===== config.mk =====
export PLATFORM = sky130hd
export DESIGN_NAME = vst_timing
export DESIGN_NICKNAME = d
export VERILOG_FILES = /design/src/hdl/vst_pkg.sv /design/src/hdl/vst_dly.sv /design/src/hdl/vst_timing.sv
export VERILOG_INCLUDE_DIRS = /design/src /design/src/hdl
export SDC_FILE = /design/constraint.sdc
export NUM_CORES = 1
export LEC_CHECK = 0
export BUFFER_PORTS_ARGS = -buffer_cell sky130_fd_sc_hd__buf_2
export CELL_PAD_IN_SITES_DETAIL_PLACEMENT = 1
export CELL_PAD_IN_SITES_GLOBAL_PLACEMENT = 2
export CORE_MARGIN = 4
export CORE_UTILIZATION = 41
export DETAILED_ROUTE_END_ITERATION = 10
export PLACE_DENSITY = 0.82
export SETUP_SLACK_MARGIN = 0.05
export SLEW_MARGIN = 5
export SYNTH_ARGS = -nofsm -noshare
export SYNTH_HDL_FRONTEND = slang
export SYNTH_SLANG_ARGS = --single-unit

===== constraint.sdc =====
create_clock -name i_clk -period 9.55 [get_ports i_clk]
set_input_delay 0.955 -clock i_clk [delete_from_list [all_inputs] [get_ports i_clk]]
set_output_delay 0.955 -clock i_clk [all_outputs]
set_load 0.01 [all_outputs]

===== src/hdl/vst_consts.svh =====
`ifndef VST_CONSTS_SVH
`define VST_CONSTS_SVH

// Timing
`define VST_CLK_NS 100
`define VST_HS_NS 4700
`define VST_HS_CYC (`VST_HS_NS / `VST_CLK_NS)
`define VST_SYNC_LEAD 32
`define VST_FIELD_LAG_BIN 148
`define VST_FIELD_LAG_BOUT 138
`define VST_MASTER_S50 4
`define VST_BLK_OFS_SET 4
`define VST_BLK_OFS_CLR 2
`define VST_PIPE 26
`define VST_TIP_BEG 13
`define VST_BURST_BEG 66
`define VST_BURST_LEN 24

// Frame geometry
`define VST_LINES_525 11'h20D
`define VST_LINES_625 11'h271
`define VST_VS_HL_3 11'h006
`define VST_VS_HL_25 11'h005

// Setup exclusion line ranges
`define VST_XN_A0 10'h001
`define VST_XN_A1 10'h015
`define VST_XN_B0 10'h107
`define VST_XN_B1 10'h11C
`define VST_XM_A0 10'h20B
`define VST_XM_A1 10'h012
`define VST_XM_B0 10'h104
`define VST_XM_B1 10'h119
`define VST_XP_A0 10'h26F
`define VST_XP_A1 10'h016
`define VST_XP_B0 10'h137
`define VST_XP_B1 10'h14F

// Output levels
`define VST_LVL_SYNC 10'h010
`define VST_LVL_BLANK 10'h0F0
`define VST_LVL_SETUP 10'h02A
`endif


===== src/hdl/vst_pkg.sv =====
package vst_pkg;

  typedef enum logic [2:0] {
    VST_NTSC_M = 3'b000,
    VST_PAL_M = 3'b001,
    VST_PAL_N = 3'b010,
    VST_PAL_BGHI = 3'b011,
    VST_PAL_NC = 3'b100
  } vst_std_t;

  typedef struct packed {
    logic sync_out;
    logic blank_out;
    logic half_rate;
    logic blank_tsel;
    vst_std_t std;
    logic setup_en;
    logic [11:0] h_total;
    logic [11:0] act_start;
    logic [11:0] act_stop;
    logic [9:0] vb_start;
    logic [9:0] vb_stop;
    logic [11:0] win_start;
    logic [11:0] win_stop;
    logic win_trail;
    logic win_field;
    logic [10:0] v_preset;
  } vst_cfg_t;

  typedef struct packed {
    logic phase;
    logic [11:0] hcnt;
    logic [10:0] vhalf;
    logic hs_s;
    logic hs_p;
    logic vs_s;
    logic vs_p;
    logic bl_s;
    logic [7:0] fdly;
    logic frun;
    logic [11:0] wcnt;
    logic wrun;
    logic whit;
    logic wval;
    logic field;
    logic hs_n;
    logic vs_n;
    logic bl_n;
    logic hs_oe;
    logic vs_oe;
    logic bl_oe;
    logic [9:0] video;
    logic burst;
  } vst_state_t;

  function automatic logic vst_in_rng(input logic [11:0] v,
                                      input logic [11:0] a,
                                      input logic [11:0] b);
    if (a <= b) begin
      return (v >= a) && (v <= b);
    end
    return (v >= a) || (v <= b);
  endfunction : vst_in_rng

endpackage : vst_pkg


===== src/hdl/vst_dly.sv =====
`timescale 1ns/1ns
module vst_dly #(
  parameter int W = 1,
  parameter int D = 2
) (
  // Clock and reset
  input wire logic i_clk,
  input wire logic i_reset,
  // Data
  input wire logic [W-1:0] i_d,
  output logic [W-1:0] o_q
);
  typedef struct packed {
    logic [D-1:0][W-1:0] sh;
  } vst_dly_st_t;

  vst_dly_st_t st_q;
  vst_dly_st_t st_d;

  always_comb begin
    st_d = st_q;
    st_d.sh = {st_q.sh[D-2:0], i_d};
  end

  always_ff @(posedge i_clk) begin
    if (i_reset) begin
      st_q <= '0;
    end else begin
      st_q <= st_d;
    end
  end

  assign o_q = st_q.sh[D-1];
endmodule : vst_dly


===== src/hdl/vst_timing.sv =====
`timescale 1ns/1ns
`include "vst_consts.svh"
module vst_timing (
  // Clock and reset
  input wire logic i_clk,
  input wire logic i_reset,
  // Configuration
  input wire vst_pkg::vst_cfg_t i_cfg,
  // Line sync pin
  input wire logic i_hsync_n,
  output logic o_hsync_n,
  output logic o_hsync_oe,
  // Frame sync pin
  input wire logic i_vsync_n,
  output logic o_vsync_n,
  output logic o_vsync_oe,
  // Blanking pin
  input wire logic i_blank_n,
  output logic o_blank_n,
  output logic o_blank_oe,
  // Field parity
  output logic o_field,
  // Pixel path
  input wire logic [15:0] i_pixel,
  input wire logic i_vbi_line,
  output logic [9:0] o_video,
  output logic o_burst
);
  import vst_pkg::*;

  localparam vst_state_t ST_RST = '{
    hs_s: 1'b1, hs_p: 1'b1, vs_s: 1'b1, vs_p: 1'b1, bl_s: 1'b1,
    hs_n: 1'b1, vs_n: 1'b1, bl_n: 1'b1, default: '0
  };

  vst_state_t s_q;
  vst_state_t s_d;

  logic [1:0] sync_raw;
  logic [1:0] sync_dly;
  logic [9:0] pipe_in;
  logic [9:0] pipe_out;

  // ---------------------------------------------------------------
  // Output sync delay, lets field lead the syncs in master mode
  // ---------------------------------------------------------------
  vst_dly #(
    .W(2),
    .D(`VST_SYNC_LEAD)
  ) u_sync_dly (
    .i_clk(i_clk),
    .i_reset(i_reset),
    .i_d(sync_raw),
    .o_q(sync_dly)
  );

  // ---------------------------------------------------------------
  // Pixel pipeline, one more stage is the video register
  // ---------------------------------------------------------------
  vst_dly #(
    .W(10),
    .D(`VST_PIPE - 1)
  ) u_pix_dly (
    .i_clk(i_clk),
    .i_reset(i_reset),
    .i_d(pipe_in),
    .o_q(pipe_out)
  );

  always_comb begin
    logic slave;
    logic upd;
    logic smp;
    logic is625;
    logic [10:0] lines;
    logic [10:0] vshl;
    logic [11:0] tot;
    logic [11:0] pos;
    logic [11:0] bpos;
    logic [11:0] ofs;
    logic [11:0] hpix;
    logic [10:0] fl;
    logic [9:0] fln;
    logic hs_edge;
    logic vs_lead;
    logic vs_trail;
    logic wedge;
    logic [7:0] ftgt;
    logic raw_vs;
    logic hact;
    logic vact;
    logic blank_gen;
    logic blanked;
    logic setup_ok;
    logic tip;
    logic hit;
    slave = 1'b0;
    upd = 1'b0;
    smp = 1'b0;
    is625 = 1'b0;
    lines = '0;
    vshl = '0;
    tot = '0;
    pos = '0;
    bpos = '0;
    ofs = '0;
    hpix = '0;
    fl = '0;
    fln = '0;
    hs_edge = 1'b0;
    vs_lead = 1'b0;
    vs_trail = 1'b0;
    wedge = 1'b0;
    ftgt = '0;
    raw_vs = 1'b0;
    hact = 1'b0;
    vact = 1'b0;
    blank_gen = 1'b0;
    blanked = 1'b0;
    setup_ok = 1'b0;
    tip = 1'b0;
    hit = 1'b0;
    s_d = s_q;

    // ---------------------------------------------------------------
    // Mode decode
    // ---------------------------------------------------------------
    slave = ~i_cfg.sync_out;
    upd = ~i_cfg.half_rate | s_q.phase;
    smp = ~i_cfg.half_rate | ~s_q.phase;
    s_d.phase = ~s_q.phase;
    is625 = (i_cfg.std == VST_PAL_N) || (i_cfg.std == VST_PAL_BGHI) ||
            (i_cfg.std == VST_PAL_NC);
    lines = is625 ? `VST_LINES_625 : `VST_LINES_525;
    case (i_cfg.std)
      VST_NTSC_M, VST_PAL_M, VST_PAL_N: vshl = `VST_VS_HL_3;
      default: vshl = `VST_VS_HL_25;
    endcase
    tot = i_cfg.h_total;

    // ---------------------------------------------------------------
    // Input sampling, gated by half-rate phase when enabled
    // ---------------------------------------------------------------
    if (smp) begin
      s_d.hs_s = i_hsync_n;
      s_d.hs_p = s_q.hs_s;
      s_d.vs_s = i_vsync_n;
      s_d.vs_p = s_q.vs_s;
      s_d.bl_s = i_blank_n;
    end
    hs_edge = upd & s_q.hs_p & ~s_q.hs_s;
    vs_lead = upd & s_q.vs_p & ~s_q.vs_s;
    vs_trail = upd & ~s_q.vs_p & s_q.vs_s;

    // ---------------------------------------------------------------
    // Line and half-line counters
    // ---------------------------------------------------------------
    if (s_q.hcnt >= tot - 12'h001) begin
      s_d.hcnt = '0;
      s_d.vhalf = (s_q.vhalf >= 11'((lines << 1) - 11'h001)) ? '0 :
                  s_q.vhalf + 11'h001;
    end else begin
      s_d.hcnt = s_q.hcnt + 12'h001;
    end
    if (slave && hs_edge) begin
      s_d.hcnt = '0;
      s_d.vhalf = s_q.vhalf[0] ? s_d.vhalf : s_q.vhalf;
    end
    if (slave && vs_lead) begin
      s_d.vhalf = i_cfg.v_preset;
    end
    pos = s_q.vhalf[0] ? s_q.hcnt + tot : s_q.hcnt;
    fln = 10'(s_q.vhalf >> 1) + 10'h001;
    fl = (s_q.vhalf >= lines) ? ((s_q.vhalf - lines) >> 1) :
         (s_q.vhalf >> 1);

    // ---------------------------------------------------------------
    // Field window in slave mode
    // ---------------------------------------------------------------
    wedge = i_cfg.win_trail ? vs_trail : vs_lead;
    if (slave && wedge) begin
      s_d.wrun = 1'b1;
      s_d.wcnt = '0;
    end else if (s_q.wrun) begin
      s_d.wcnt = s_q.wcnt + 12'h001;
      if (s_q.wcnt >= i_cfg.win_stop) begin
        s_d.wrun = 1'b0;
      end
    end
    // Offset from the chosen edge is wcnt + 1; a coincident edge is 0
    hit = hs_edge && slave &&
          ((wedge && (i_cfg.win_start == 12'h000)) ||
           (s_q.wrun && (s_q.wcnt + 12'h001 >= i_cfg.win_start) &&
            (s_q.wcnt + 12'h001 <= i_cfg.win_stop)));

    // ---------------------------------------------------------------
    // Field parity
    // ---------------------------------------------------------------
    ftgt = i_cfg.blank_out ? 8'(`VST_FIELD_LAG_BOUT) :
           8'(`VST_FIELD_LAG_BIN);
    if (slave) begin
      if (vs_lead) begin
        s_d.frun = 1'b1;
        s_d.fdly = '0;
      end else if (s_q.frun) begin
        s_d.fdly = s_q.fdly + 8'h01;
        if (s_q.fdly >= ftgt - 8'h01 && upd) begin
          s_d.frun = 1'b0;
          s_d.field = s_q.whit ? s_q.wval : ~s_q.field;
          s_d.whit = 1'b0;
        end
      end
    end else if (upd) begin
      s_d.field = (s_q.vhalf >= lines);
    end
    // A hit in the update cycle wins over the clear
    if (hit) begin
      s_d.whit = 1'b1;
      s_d.wval = i_cfg.win_field;
    end

    // ---------------------------------------------------------------
    // Master syncs, delayed so field leads them
    // ---------------------------------------------------------------
    raw_vs = (s_q.vhalf < vshl) ||
             ((s_q.vhalf >= lines) && (s_q.vhalf < lines + vshl));
    sync_raw = {pos < 12'(`VST_HS_CYC), raw_vs};
    if (upd) begin
      s_d.hs_n = ~(i_cfg.sync_out & sync_dly[1]);
      s_d.vs_n = ~(i_cfg.sync_out & sync_dly[0]);
    end
    s_d.hs_oe = i_cfg.sync_out;
    s_d.vs_oe = i_cfg.sync_out;

    // ---------------------------------------------------------------
    // Blanking generation
    // ---------------------------------------------------------------
    ofs = i_cfg.blank_tsel ? 12'(`VST_BLK_OFS_SET) :
          12'(`VST_BLK_OFS_CLR);
    bpos = (pos >= ofs) ? pos - ofs : 12'(pos + (tot << 1) - ofs);
    hpix = bpos >> 1;
    hact = vst_in_rng(hpix, i_cfg.act_start,
                      i_cfg.act_stop - 12'h001);
    vact = (fl >= 11'(i_cfg.vb_stop)) &&
           (fl < 11'(i_cfg.vb_start));
    blank_gen = ~(hact & vact);
    if (upd) begin
      s_d.bl_n = ~(i_cfg.blank_out & blank_gen);
    end
    s_d.bl_oe = i_cfg.blank_out;
    blanked = i_cfg.blank_out ? blank_gen : ~s_q.bl_s;

    // ---------------------------------------------------------------
    // Setup exclusion
    // ---------------------------------------------------------------
    case (i_cfg.std)
      VST_NTSC_M: begin
        setup_ok = ~vst_in_rng(12'(fln), 12'(`VST_XN_A0), 12'(`VST_XN_A1)) &
                   ~vst_in_rng(12'(fln), 12'(`VST_XN_B0), 12'(`VST_XN_B1));
      end
      VST_PAL_M: begin
        setup_ok = ~vst_in_rng(12'(fln), 12'(`VST_XM_A0), 12'(`VST_XM_A1)) &
                   ~vst_in_rng(12'(fln), 12'(`VST_XM_B0), 12'(`VST_XM_B1));
      end
      default: begin
        setup_ok = ~vst_in_rng(12'(fln), 12'(`VST_XP_A0), 12'(`VST_XP_A1)) &
                   ~vst_in_rng(12'(fln), 12'(`VST_XP_B0), 12'(`VST_XP_B1));
      end
    endcase
    setup_ok = setup_ok & i_cfg.setup_en;

    // ---------------------------------------------------------------
    // Black burst and pixel insertion
    // ---------------------------------------------------------------
    pipe_in = {blanked | i_vbi_line, setup_ok, i_pixel[15:8]};
    tip = (pos >= 12'(`VST_TIP_BEG)) &&
          (pos < 12'(`VST_TIP_BEG + `VST_HS_CYC));
    s_d.burst = (pos >= 12'(`VST_BURST_BEG)) && ~raw_vs &&
                (pos < 12'(`VST_BURST_BEG + `VST_BURST_LEN));
    if (tip) begin
      s_d.video = `VST_LVL_SYNC;
    end else if (pipe_out[9]) begin
      s_d.video = `VST_LVL_BLANK;
    end else begin
      s_d.video = `VST_LVL_BLANK + 10'(pipe_out[7:0]) +
                  (pipe_out[8] ? `VST_LVL_SETUP : 10'h000);
    end
  end

  always_ff @(posedge i_clk) begin
    if (i_reset) begin
      s_q <= ST_RST;
    end else begin
      s_q <= s_d;
    end
  end

  assign o_hsync_n = s_q.hs_n;
  assign o_hsync_oe = s_q.hs_oe;
  assign o_vsync_n = s_q.vs_n;
  assign o_vsync_oe = s_q.vs_oe;
  assign o_blank_n = s_q.bl_n;
  assign o_blank_oe = s_q.bl_oe;
  assign o_field = s_q.field;
  assign o_video = s_q.video;
  assign o_burst = s_q.burst;
endmodule : vst_timing


==> results of run 1 <==
[state kept, by name (all words and copies together), names as in the netlist]
| name | flops |
|---|---|
| o_blank_n | 1 |
| o_blank_oe | 1 |
| o_burst | 1 |
| o_field | 1 |
| o_hsync_n | 1 |
| o_video | 10 |
| o_vsync_n | 1 |
| o_vsync_oe | 1 |
| s_q | 53 |
| u_pix_dly.o_q | 10 |
| u_pix_dly.st_d | 240 |
| u_sync_dly.o_q | 2 |
| u_sync_dly.st_d | 62 |
[where the power goes]
part | internal [mW] | switching (mW) | leakage, nW
Clock | 1.02 | 0.624 | 0.698
Combinational | 0.192 | 0.267 | 5.11
Sequential | 1.62 | 0.0155 | 3.10
[final timing paths]
kind,cells after the start,endpoint
max,26,o_blank_n
min,1,u_pix_dly.st_d[164]
max reg2reg,25,o_blank_n
min reg2reg,1,u_pix_dly.st_d[164]
[metal layers]
metal | part of all wire | wire [µm] | GRT usage
met4 | 0.020 | 812 | 0.0480
met1 | 0.47 | 19100 | 0.226
met3 | 0.038 | 1530 | 0.0276
met5 | 0.00037 | 15 | 0
met2 | 0.47 | 19200 | 0.294
[cells by family after synthesis]
group           Yosys count  share of synthesized area
compound gates          301                      0.114
xor+xnor                105                     0.0517
fa+ha+maj               167                      0.120
buf+inv                 201                     0.0451
flops                   384                      0.433
mux                      16                    0.00950
simple gates            722                      0.227
[through the flow]
step / setup WS, ns / util / total power, mW
floorplan: 3.54 / - / 1.99
global placement: 2.54 / 0.439 / 2.11
detailed placement: 2.40 / 0.439 / 2.13
CTS: 2.94 / 0.472 / 3.80
global route: 2.48 / 0.472 / 3.93
finish: 2.88 / 0.472 / 3.74
[area by class of cell]
class	count	area [µm²]
Timing Repair Buffer	139	736
Tap cell	585	732
Clock buffer	56	1160
Multi-Input combinational cell	1311	9290
Clock inverter	15	262
Inverter	113	424
Sequential cell	384	7690
Fill cell	4942	22700
[cells in the final DEF (no fill, tap or decap), types with 14 or more instances in the layout]
| cell type | Yosys | routed |
|---|---|---|
| nor2b_1 | 327 | 327 |
| buf_2 | 5 | 131 |
| nor2_1 | 100 | 100 |
| and3_1 | 28 | 28 |
| a21o_1 | 33 | 33 |
| a21oi_1 | 73 | 73 |
| clkbuf_16 | 0 | 40 |
| nor3_1 | 46 | 45 |
| ha_1 | 161 | 161 |
| nand2b_1 | 18 | 18 |
| a211oi_1 | 14 | 14 |
| dfxtp_1 | 384 | 384 |
| nand2_1 | 73 | 73 |
| inv_1 | 113 | 113 |
| xnor2_1 | 56 | 56 |
| xor2_1 | 49 | 49 |
| nor4_1 | 16 | 16 |
| o21a_1 | 14 | 14 |
| nand3_1 | 44 | 44 |
| nand4_1 | 24 | 24 |
| o21ai_0 | 59 | 59 |
[worst reg2reg max path: stages, from the launching register on]
cell and delay (ns):
dfxtp_1 0.45, ha_1 0.24, inv_1 0.06, fa_1 0.39, or2b_1 0.26, a21oi_1 0.18
o31ai_1 0.13, a2111oi_0 0.69, a211oi_1 0.19, xor2_1 0.20, ha_1 0.34, inv_1 0.17
nor2_1 0.09, a22oi_1 0.14, o311ai_0 0.16, a211oi_1 0.34, xnor2_1 0.16, nor2_1 0.05
o21ai_0 0.41, ha_1 0.25, and4_1 0.19, nand4_1 0.11, or2_2 0.30, a31o_2 0.20
maj3_1 0.46, a211o_1 0.30
==> metrics.csv, run 1 <==
metric;value;unit
cpPeakStageDelay;0.68;ns
start_util;0.414;
synthFlopType;dfxtp_1;
worst_slew_pin_slew;0.879;ns
cts_hold_buf;0;
numCtsBuffers;40;
async_flop_share;0;
ys_ff_latch;384;
cts_htree_levels;2;
synthTopCellsByArea;dfxtp_1 43%, nor2b_1 12%, ha_1 11%, xnor2_1 2.8%, xor2_1 2.4%;
clock_sinks;384;
via_count;13154;
yosys.area.top_type;dfxtp_1;
place_congestion;0.843;
die_w;216;µm
die-area;0.0467;mm²
dp_hpwl;29.7;mm
grt_pass1_vias;13694;
crit_slowest_cell;a2111oi_0;
status;complete, no violations;
stdcell_area;0.0203;mm²
avgSynthCellArea;9.37;µm²
rsz0062_at_grt;no;
clk_path_buf_depth;3;
path_buf_inv;3;
r2r_slack;2.99;ns
relSlewSlack;0.413;
path_delay_family;compound AO/OA/AOI/OAI gates;
worstSetupPathType;in -> reg;
leakagePower;8.92;nW
final_layout_size_suffix_gt1_frac;0.114;
cp.arrival;7.10;ns
period_minus_slack;6.67;ns
placed_area;0.0189;mm²
insertion_delay;0.54;ns
clock-root-buffer;clkbuf_16;
nets;2278;
routed_via_density;5.05;
reg2reg_from;s_q[58];
finalNonFillerCells;2603;
hp-start;u_pix_dly.st_d[154];
tns;0;ns
drc;0;
place_inst;2532;
drtPass1Iterations;4;
core_region_area;0.0430;mm²
finalSetupViolCount;0;
antenna_found_initial;1;
grt_overflow;0;
worstPathRequired;9.98;ns
synth_edf_count;0;
num_antenna_cells;0;
wire_per_inst;15.6;µm
io_buffers;132;
vdd_ir_drop_max;133;µV
routed_wl;40.7;mm
antenna_left;0;
syn_area;0.0178;mm²
yosys.area.top_type_share;0.433;
rows;76;
hold_path_class;reg -> reg;
max_cap_viol_count;0;
synth_most_common_cell;dfxtp_1;
endpoint_kind;register;
grt_first_pass_wirelength;67.4;mm
power.density;184;mW/mm²
grt_max_degree;211;
area_delta_synth_final;14.2;%
fmax;0.150;GHz
worstPathMaxFanout;7;
die_y;216;µm
post-cts-setup-buffer-count;0;
timing.hold.ws;0.432;ns
cts_tree;built;
ys_types;78;
min_period_over_period;0.698;
cts_resized;0;
yosys-top-cells-count;384 x dfxtp_1, 327 x nor2b_1, 161 x ha_1;
report.final.slew_viol_count;0;
worstSetupStartpointType;primary input;
syn_nets;2185;
clock_skew;0.0101;ns
cp-startpoint;i_cfg[81];
boundaryPins;141;
ys.warnings.count;0;
syn_inst;1896;
critPathMostFrequentCell;ha_1;
finalHoldViolCount;0;
grt_usage;0.172;
ys_seq_area_frac;0.433;
clkTransAtPathRegs;0.06;ns
drtIter0Drc;571;
Note: power is estimated with default switching activity, not from simulation.
==> inputs of run 2 (changes only) <==
--- a/config.mk
+++ b/config.mk
@@ -10,9 +10,9 @@
 export CELL_PAD_IN_SITES_DETAIL_PLACEMENT = 1
 export CELL_PAD_IN_SITES_GLOBAL_PLACEMENT = 2
 export CORE_MARGIN = 4
-export CORE_UTILIZATION = 41
+export CORE_UTILIZATION = 34
 export DETAILED_ROUTE_END_ITERATION = 10
-export PLACE_DENSITY = 0.82
+export PLACE_DENSITY = 0.72
 export SETUP_SLACK_MARGIN = 0.05
 export SLEW_MARGIN = 5
 export SYNTH_ARGS = -nofsm -noshare
==> constraint.sdc (replaced) <==
create_clock -name i_clk -period 5.5 [get_ports i_clk]
set_input_delay 0.55 -clock i_clk [delete_from_list [all_inputs] [get_ports i_clk]]
set_output_delay 0.55 -clock i_clk [all_outputs]
set_load 0.01 [all_outputs]
==> metrics.csv, run 2 (synthesized netlist as in run 1, its figures left out) <==
metric;value;unit;change
cts_hold_buf;0;;unchanged
hold_end;u_pix_dly.st_d[11];;
max_cap_viol_count;0;;unchanged
worstSetupPathType;reg -> reg;;
start_util;0.345;;-0.0685
cp.arrival;5.88;ns;-1.22 ns
grt_first_pass_wirelength;70.9;mm;+5.2%
relSlewSlack;0.427;;+0.0138
layout.cells.most_common;dfxtp_1;;
grt_usage;0.151;;-0.0203
antenna_found_initial;2;;+1
place_inst;2720;;+7.4%
area_delta_synth_final;19.5;%;
via_count;13499;;+2.6%
boundaryPins;141;;unchanged
worstHoldPathCells;2;;+1
place_congestion;0.829;;-1.6%
insertion_delay;0.56;ns;+0.02 ns
wire_per_inst;15.4;µm;-1.3%
antenna_left;0;;unchanged
grt_max_degree;132;;-37%
hp-start;i_pixel[9];;
min_period_over_period;0.988;;
die-area;0.0560;mm²;+20%
dp_slack;-0.374;ns;-2.78 ns
die_w;237;µm;+9.4%
cts_htree_levels;2;;unchanged
drtPass1Iterations;4;;unchanged
utilization;0.412;;-0.0596
r2r_cells;23;;-8.0%
worstPathRequired;5.94;ns;-4.04 ns
status;complete, no violations;;
grt_pass1_vias;13893;;+1.5%
period_minus_slack;5.44;ns;
endpoint_kind;register;;
rsz0062_at_grt;yes;;
clock_sinks;384;;unchanged
grt_overflow;0;;unchanged
worstPathMaxFanout;4;;-3
routed_via_density;4.83;;-4.5%
rows;83;;+9.2%
final_layout_size_suffix_gt1_frac;0.165;;+0.0509
placed_area;0.0197;mm²;+4.6%
drc;0;;unchanged
nets;2376;;+4.3%
r2r_slack;0.06;ns;-2.93 ns
clock-root-buffer;clkbuf_16;;
power.density;312;mW/mm²;+69%
hold_path_class;in -> reg;;
leakagePower;9.40;nW;+5.4%
dp_hpwl;32.3;mm;+8.5%
finalHoldViolCount;0;;unchanged
largest_reg_flops;240;;unchanged
clk_path_buf_depth;3;;unchanged
report.final.slew_viol_count;0;;unchanged
layout_common_cells;382 x dfxtp_1, 327 x nor2b_1, 157 x ha_1, 131 x buf_2, 112 x inv_1;;
r2r_end;o_blank_n;;
setup_ws;0.0638;ns;-2.82 ns
worst_slew_pin_slew;0.859;ns;-0.0204 ns
clock_skew;0.0192;ns;+0.00908 ns
stdcell_area;0.0212;mm²;+4.7%
worstSetupStartpointType;register;;
vdd_ir_drop_max;195;µV;+47%
drtIter0Drc;465;;-19%
die_y;237;µm;+9.4%
cts_tree;built;;
finalSetupViolCount;0;;unchanged
fmax;0.184;GHz;
finalNonFillerCells;2796;;+7.4%
num_antenna_cells;0;;unchanged
clkTransAtPathRegs;0.06;ns;about the same
core_region_area;0.0515;mm²;+20%
io_buffers;132;;unchanged
numCtsBuffers;42;;+5.0%
reg2reg_from;s_q[58];;
routed_wl;43.1;mm;+6.0%
==> run 2: per-stage QoR <==
stage,hold WS [ns],TNS (ns),total power [mW]
floorplan,0.414,0,3.47
global placement,0.415,-0.516,3.81
detailed placement,0.424,-0.659,3.85
CTS,0.168,0,6.74
global route,0.182,-0.261,6.99
finish,0.210,0,6.62
==> run 2: how the worst max path moves through the flow <==
stage / startpoint / to / slack (ns)
floorplan: i_cfg[81] / o_blank_n / 0.06
global placement: i_cfg[81] / o_blank_n / -0.31
detailed placement: i_cfg[81] / o_blank_n / -0.37
CTS: s_q[58] / o_blank_n / 0.06
global route: s_q[58] / o_blank_n / -0.16
finish: s_q[58] / o_blank_n / 0.06
==> run 2: critical path, cell delays in order, from the launching register on <==
cell and delay, ns:
dfxtp_2 0.35, ha_4 0.13, inv_2 0.04, fa_2 0.33, and2b_2 0.24, o2111ai_2 0.14, and3_4 0.18, or4_4 0.51
a31o_4 0.26, xor2_2 0.14, ha_2 0.18, or3_4 0.37, o2111a_1 0.25, a211oi_2 0.22, xnor2_1 0.10, nor2_1 0.13
o21ai_2 0.09, ha_4 0.29, and4_1 0.16, nand4_1 0.11, or2_4 0.25, a31o_2 0.20, maj3_2 0.35, a211o_1 0.30
==> run 2: where the power goes <==
group / leakage (nW) / internal (mW) / total, mW / switching, mW
clock: 0.697 / 1.70 / 2.81 / 1.11
combinational: 5.60 / 0.451 / 0.971 / 0.520
sequential: 3.11 / 2.81 / 2.84 / 0.0214
==> run 2: what timing repair did <==
action                     4_1_cts  5_1_grt
gates cloned                     0        0
pin swaps                       13        8
setup endpoints to repair        2        2
setup buffers                    2        1
gates resized for setup          8        8
==> run 2: layout make-up <==
cell class                 instances  area, µm²
fill                            5963      30300
multi-input combinational       1311       9410
sequential                       384       7690
timing repair buffer             235       1460
clock buffer                      60       1230
tap                              680        851
inverter                         113        424
clock inverter                    13        184
==> run 2: per-layer routing <==
layer | share of wire | global-route usage
met1 | 0.47 | 0.200
met2 | 0.47 | 0.257
met3 | 0.042 | 0.0255
met4 | 0.020 | 0.0402
met5 | 0.00025 | 0
==> inputs of run 3 (changes only) <==
--- a/config.mk
+++ b/config.mk
@@ -9,6 +9,7 @@
 export BUFFER_PORTS_ARGS = -buffer_cell sky130_fd_sc_hd__buf_2
 export CELL_PAD_IN_SITES_DETAIL_PLACEMENT = 1
 export CELL_PAD_IN_SITES_GLOBAL_PLACEMENT = 2
+export CORE_ASPECT_RATIO = 2
 export CORE_MARGIN = 4
 export CORE_UTILIZATION = 34
 export DETAILED_ROUTE_END_ITERATION = 10
==> metrics.csv, run 3 (synthesized netlist as in run 1, its figures left out) <==
metric;value;unit;change
status;finished, violations left;;
violations;setup timing;;
timing.hold.ws;0.224;ns;+0.0141 ns
grt_overflow;0;;unchanged
switching_power;1.62;mW;-2.0%
dp_hpwl;34.9;mm;+8.1%
finalSetupViolCount;2;;+2
period_minus_slack;5.63;ns;+0.191 ns
switching_share;0.255;;+0.00615
dp_slack;-0.630;ns;-0.255 ns
rows;118;;+42%
worstPathRequired;5.91;ns;-0.03 ns
p_clk_frac;0.398;;-0.027
worstSetupStartpointType;register;;
largest_reg_flops;240;;unchanged
worstSetupPathType;reg -> reg;;
r2r_end;o_blank_n;;
numCtsBuffers;36;;-14%
critPathMostFrequentCell;a31o_4;;
power.total;6.33;mW;-4.3%
tns;-0.156;ns;-0.156 ns
insertion_delay;0.53;ns;-0.03 ns
clock_sinks;384;;unchanged
core_region_area;0.0518;mm²;+0.61%
nets;2382;;+0.25%
die-area;0.0562;mm²;+0.40%
p_int;4.71;mW;-5.1%
clkTransAtPathRegs;0.07;ns;about the same
grt_first_pass_wirelength;72.7;mm;+2.6%
worstPathMaxFanout;3;;-1
reg2reg_from;s_q[58];;
die_y;331;µm;+40%
fillers;6010;;+0.79%
hp-start;i_pixel[14];;
worstHoldPathCells;2;;unchanged
boundaryPins;141;;unchanged
antenna_found_initial;1;;-1
drtPass1Iterations;4;;unchanged
layout.cells.most_common;dfxtp_1;;
rsz0062_at_grt;yes;;
drc;0;;unchanged
power_frac_comb;0.154;;+0.007
grt_max_degree;247;;+87%
endpoint_kind;register;;
die_w;170;µm;-28%
final_layout_size_suffix_gt1_frac;0.170;;+0.00504
vdd_ir_drop_max;291;µV;+49%
finalNonFillerCells;2778;;-0.64%
grt_usage;0.157;;+0.00604
start_util;0.343;;-0.00208
routed_wl;44.9;mm;+4.1%
area_delta_synth_final;19.0;%;
cts_tree;built;;
num_antenna_cells;0;;unchanged
antenna_left;0;;unchanged
max_cap_viol_count;0;;unchanged
crit_slowest_cell;or4_4;;
cts_htree_levels;2;;unchanged
relSlewSlack;0.289;;-0.138
worst_slew_pin_slew;1.07;ns;+0.207 ns
clock-root-buffer;clkbuf_16;;
path_delay_family;simple AND/OR/NAND/NOR gates;;
clk_path_buf_depth;3;;unchanged
seqPwrFrac;0.447;;+0.019
min_period_over_period;1.02;;+0.0348
r2r_cells;23;;unchanged
routed_via_density;4.94;;+2.4%
hold_end;u_pix_dly.st_d[16];;
hold_path_class;in -> reg;;
via_count;13730;;+1.7%
grt_pass1_vias;14659;;+5.5%
place_congestion;0.852;;+2.7%
setup_ws;-0.128;ns;-0.191 ns
cp.arrival;6.04;ns;+0.16 ns
cpPeakStageDelay;0.51;ns;about the same
clock_skew;0.0147;ns;-0.00448 ns
finalHoldViolCount;0;;unchanged
wire_per_inst;16.2;µm;+4.8%
place_inst;2710;;-0.37%
report.final.slew_viol_count;0;;unchanged
r2r_slack;-0.13;ns;-0.19 ns
io_buffers;132;;unchanged
path_buf_inv;1;;unchanged
layout_common_cells;383 x dfxtp_1, 327 x nor2b_1, 158 x ha_1, 131 x buf_2, 113 x buf_4;;
path_cells;ha_4, inv_2, fa_2, and2b_2, o2111ai_2, and3_1, or4_4, a31o_4, xor2_2, ha_2, or3_4, o2111a_1, a211oi_2, xnor2_1, nor2_1, o21ai_2, ha_1, and4_1, nand4_1, or2_4, a31o_4, maj3_2, a211o_1;;
fmax;0.178;GHz;-3.4%
leakagePower;9.35;nW;-0.54%
drtIter0Drc;432;;-7.1%
power.density;299;mW/mm²;-3.9%
==> run 3: cell types whose count changed in the layout (fill, tap and decap cells not counted), sizes merged <==
cell      change
clkbuf       -15
bufinv        +1
clkinvlp      +2
inv           +2
buf          +12
==> run 3: metal layers <==
layer / track usage / vias up / part of all wire
li1: - / 6810 / -
met1: 0.162 / 6611 / 0.37
met2: 0.314 / 235 / 0.56
met3: 0.0199 / 72 / 0.032
met4: 0.0593 / 2 / 0.034
met5: 0 / - / 0.00029
==> run 3: timing repair <==
item,CTS,global route
hold buffers,0,0
pin swaps,20,10
endpoints found under the setup margin,2,2
resized for setup,18,9
buffers inserted,3,2
==> run 3: worst max-delay path by stage <==
stage	endpoint	from	slack, ns	cells past startpoint
floorplan	o_blank_n	i_cfg[81]	0.06	23
global placement	o_blank_n	i_cfg[81]	-0.39	24
detailed placement	o_blank_n	i_cfg[81]	-0.63	28
CTS	o_blank_n	s_q[58]	-0.15	27
global route	o_blank_n	s_q[58]	-0.39	23
finish	o_blank_n	s_q[58]	-0.13	23
==> run 3: metrics by stage <==
stage                      util  area (µm²)
after floorplan               -       17800
after global placement    0.382       19800
after detailed placement  0.382       19800
after CTS                 0.407       21100
after global routing      0.408       21100
final                     0.408       21100
==> run 3: final cells by class <==
type                    instances  area [µm²]  share of cell area
clock buffers                  45         965              0.0456
repair buffers                247        1550              0.0733
flip-flops and latches        384        7690               0.364
well taps                     660         826              0.0391
multi-input cells            1311        9440               0.447
inverters                     113         424              0.0201
clock inverters                18         246              0.0117
==> run 3: power groups by stage <==
stage               sequential [mW]  combinational, mW  clock (mW)
global placement               2.89              0.914           0
detailed placement             2.90              0.957           0
global route                   2.83               1.10        2.75
CTS                            2.83              0.981        2.63
floorplan                      2.89              0.579           0
finish                         2.83              0.978        2.52
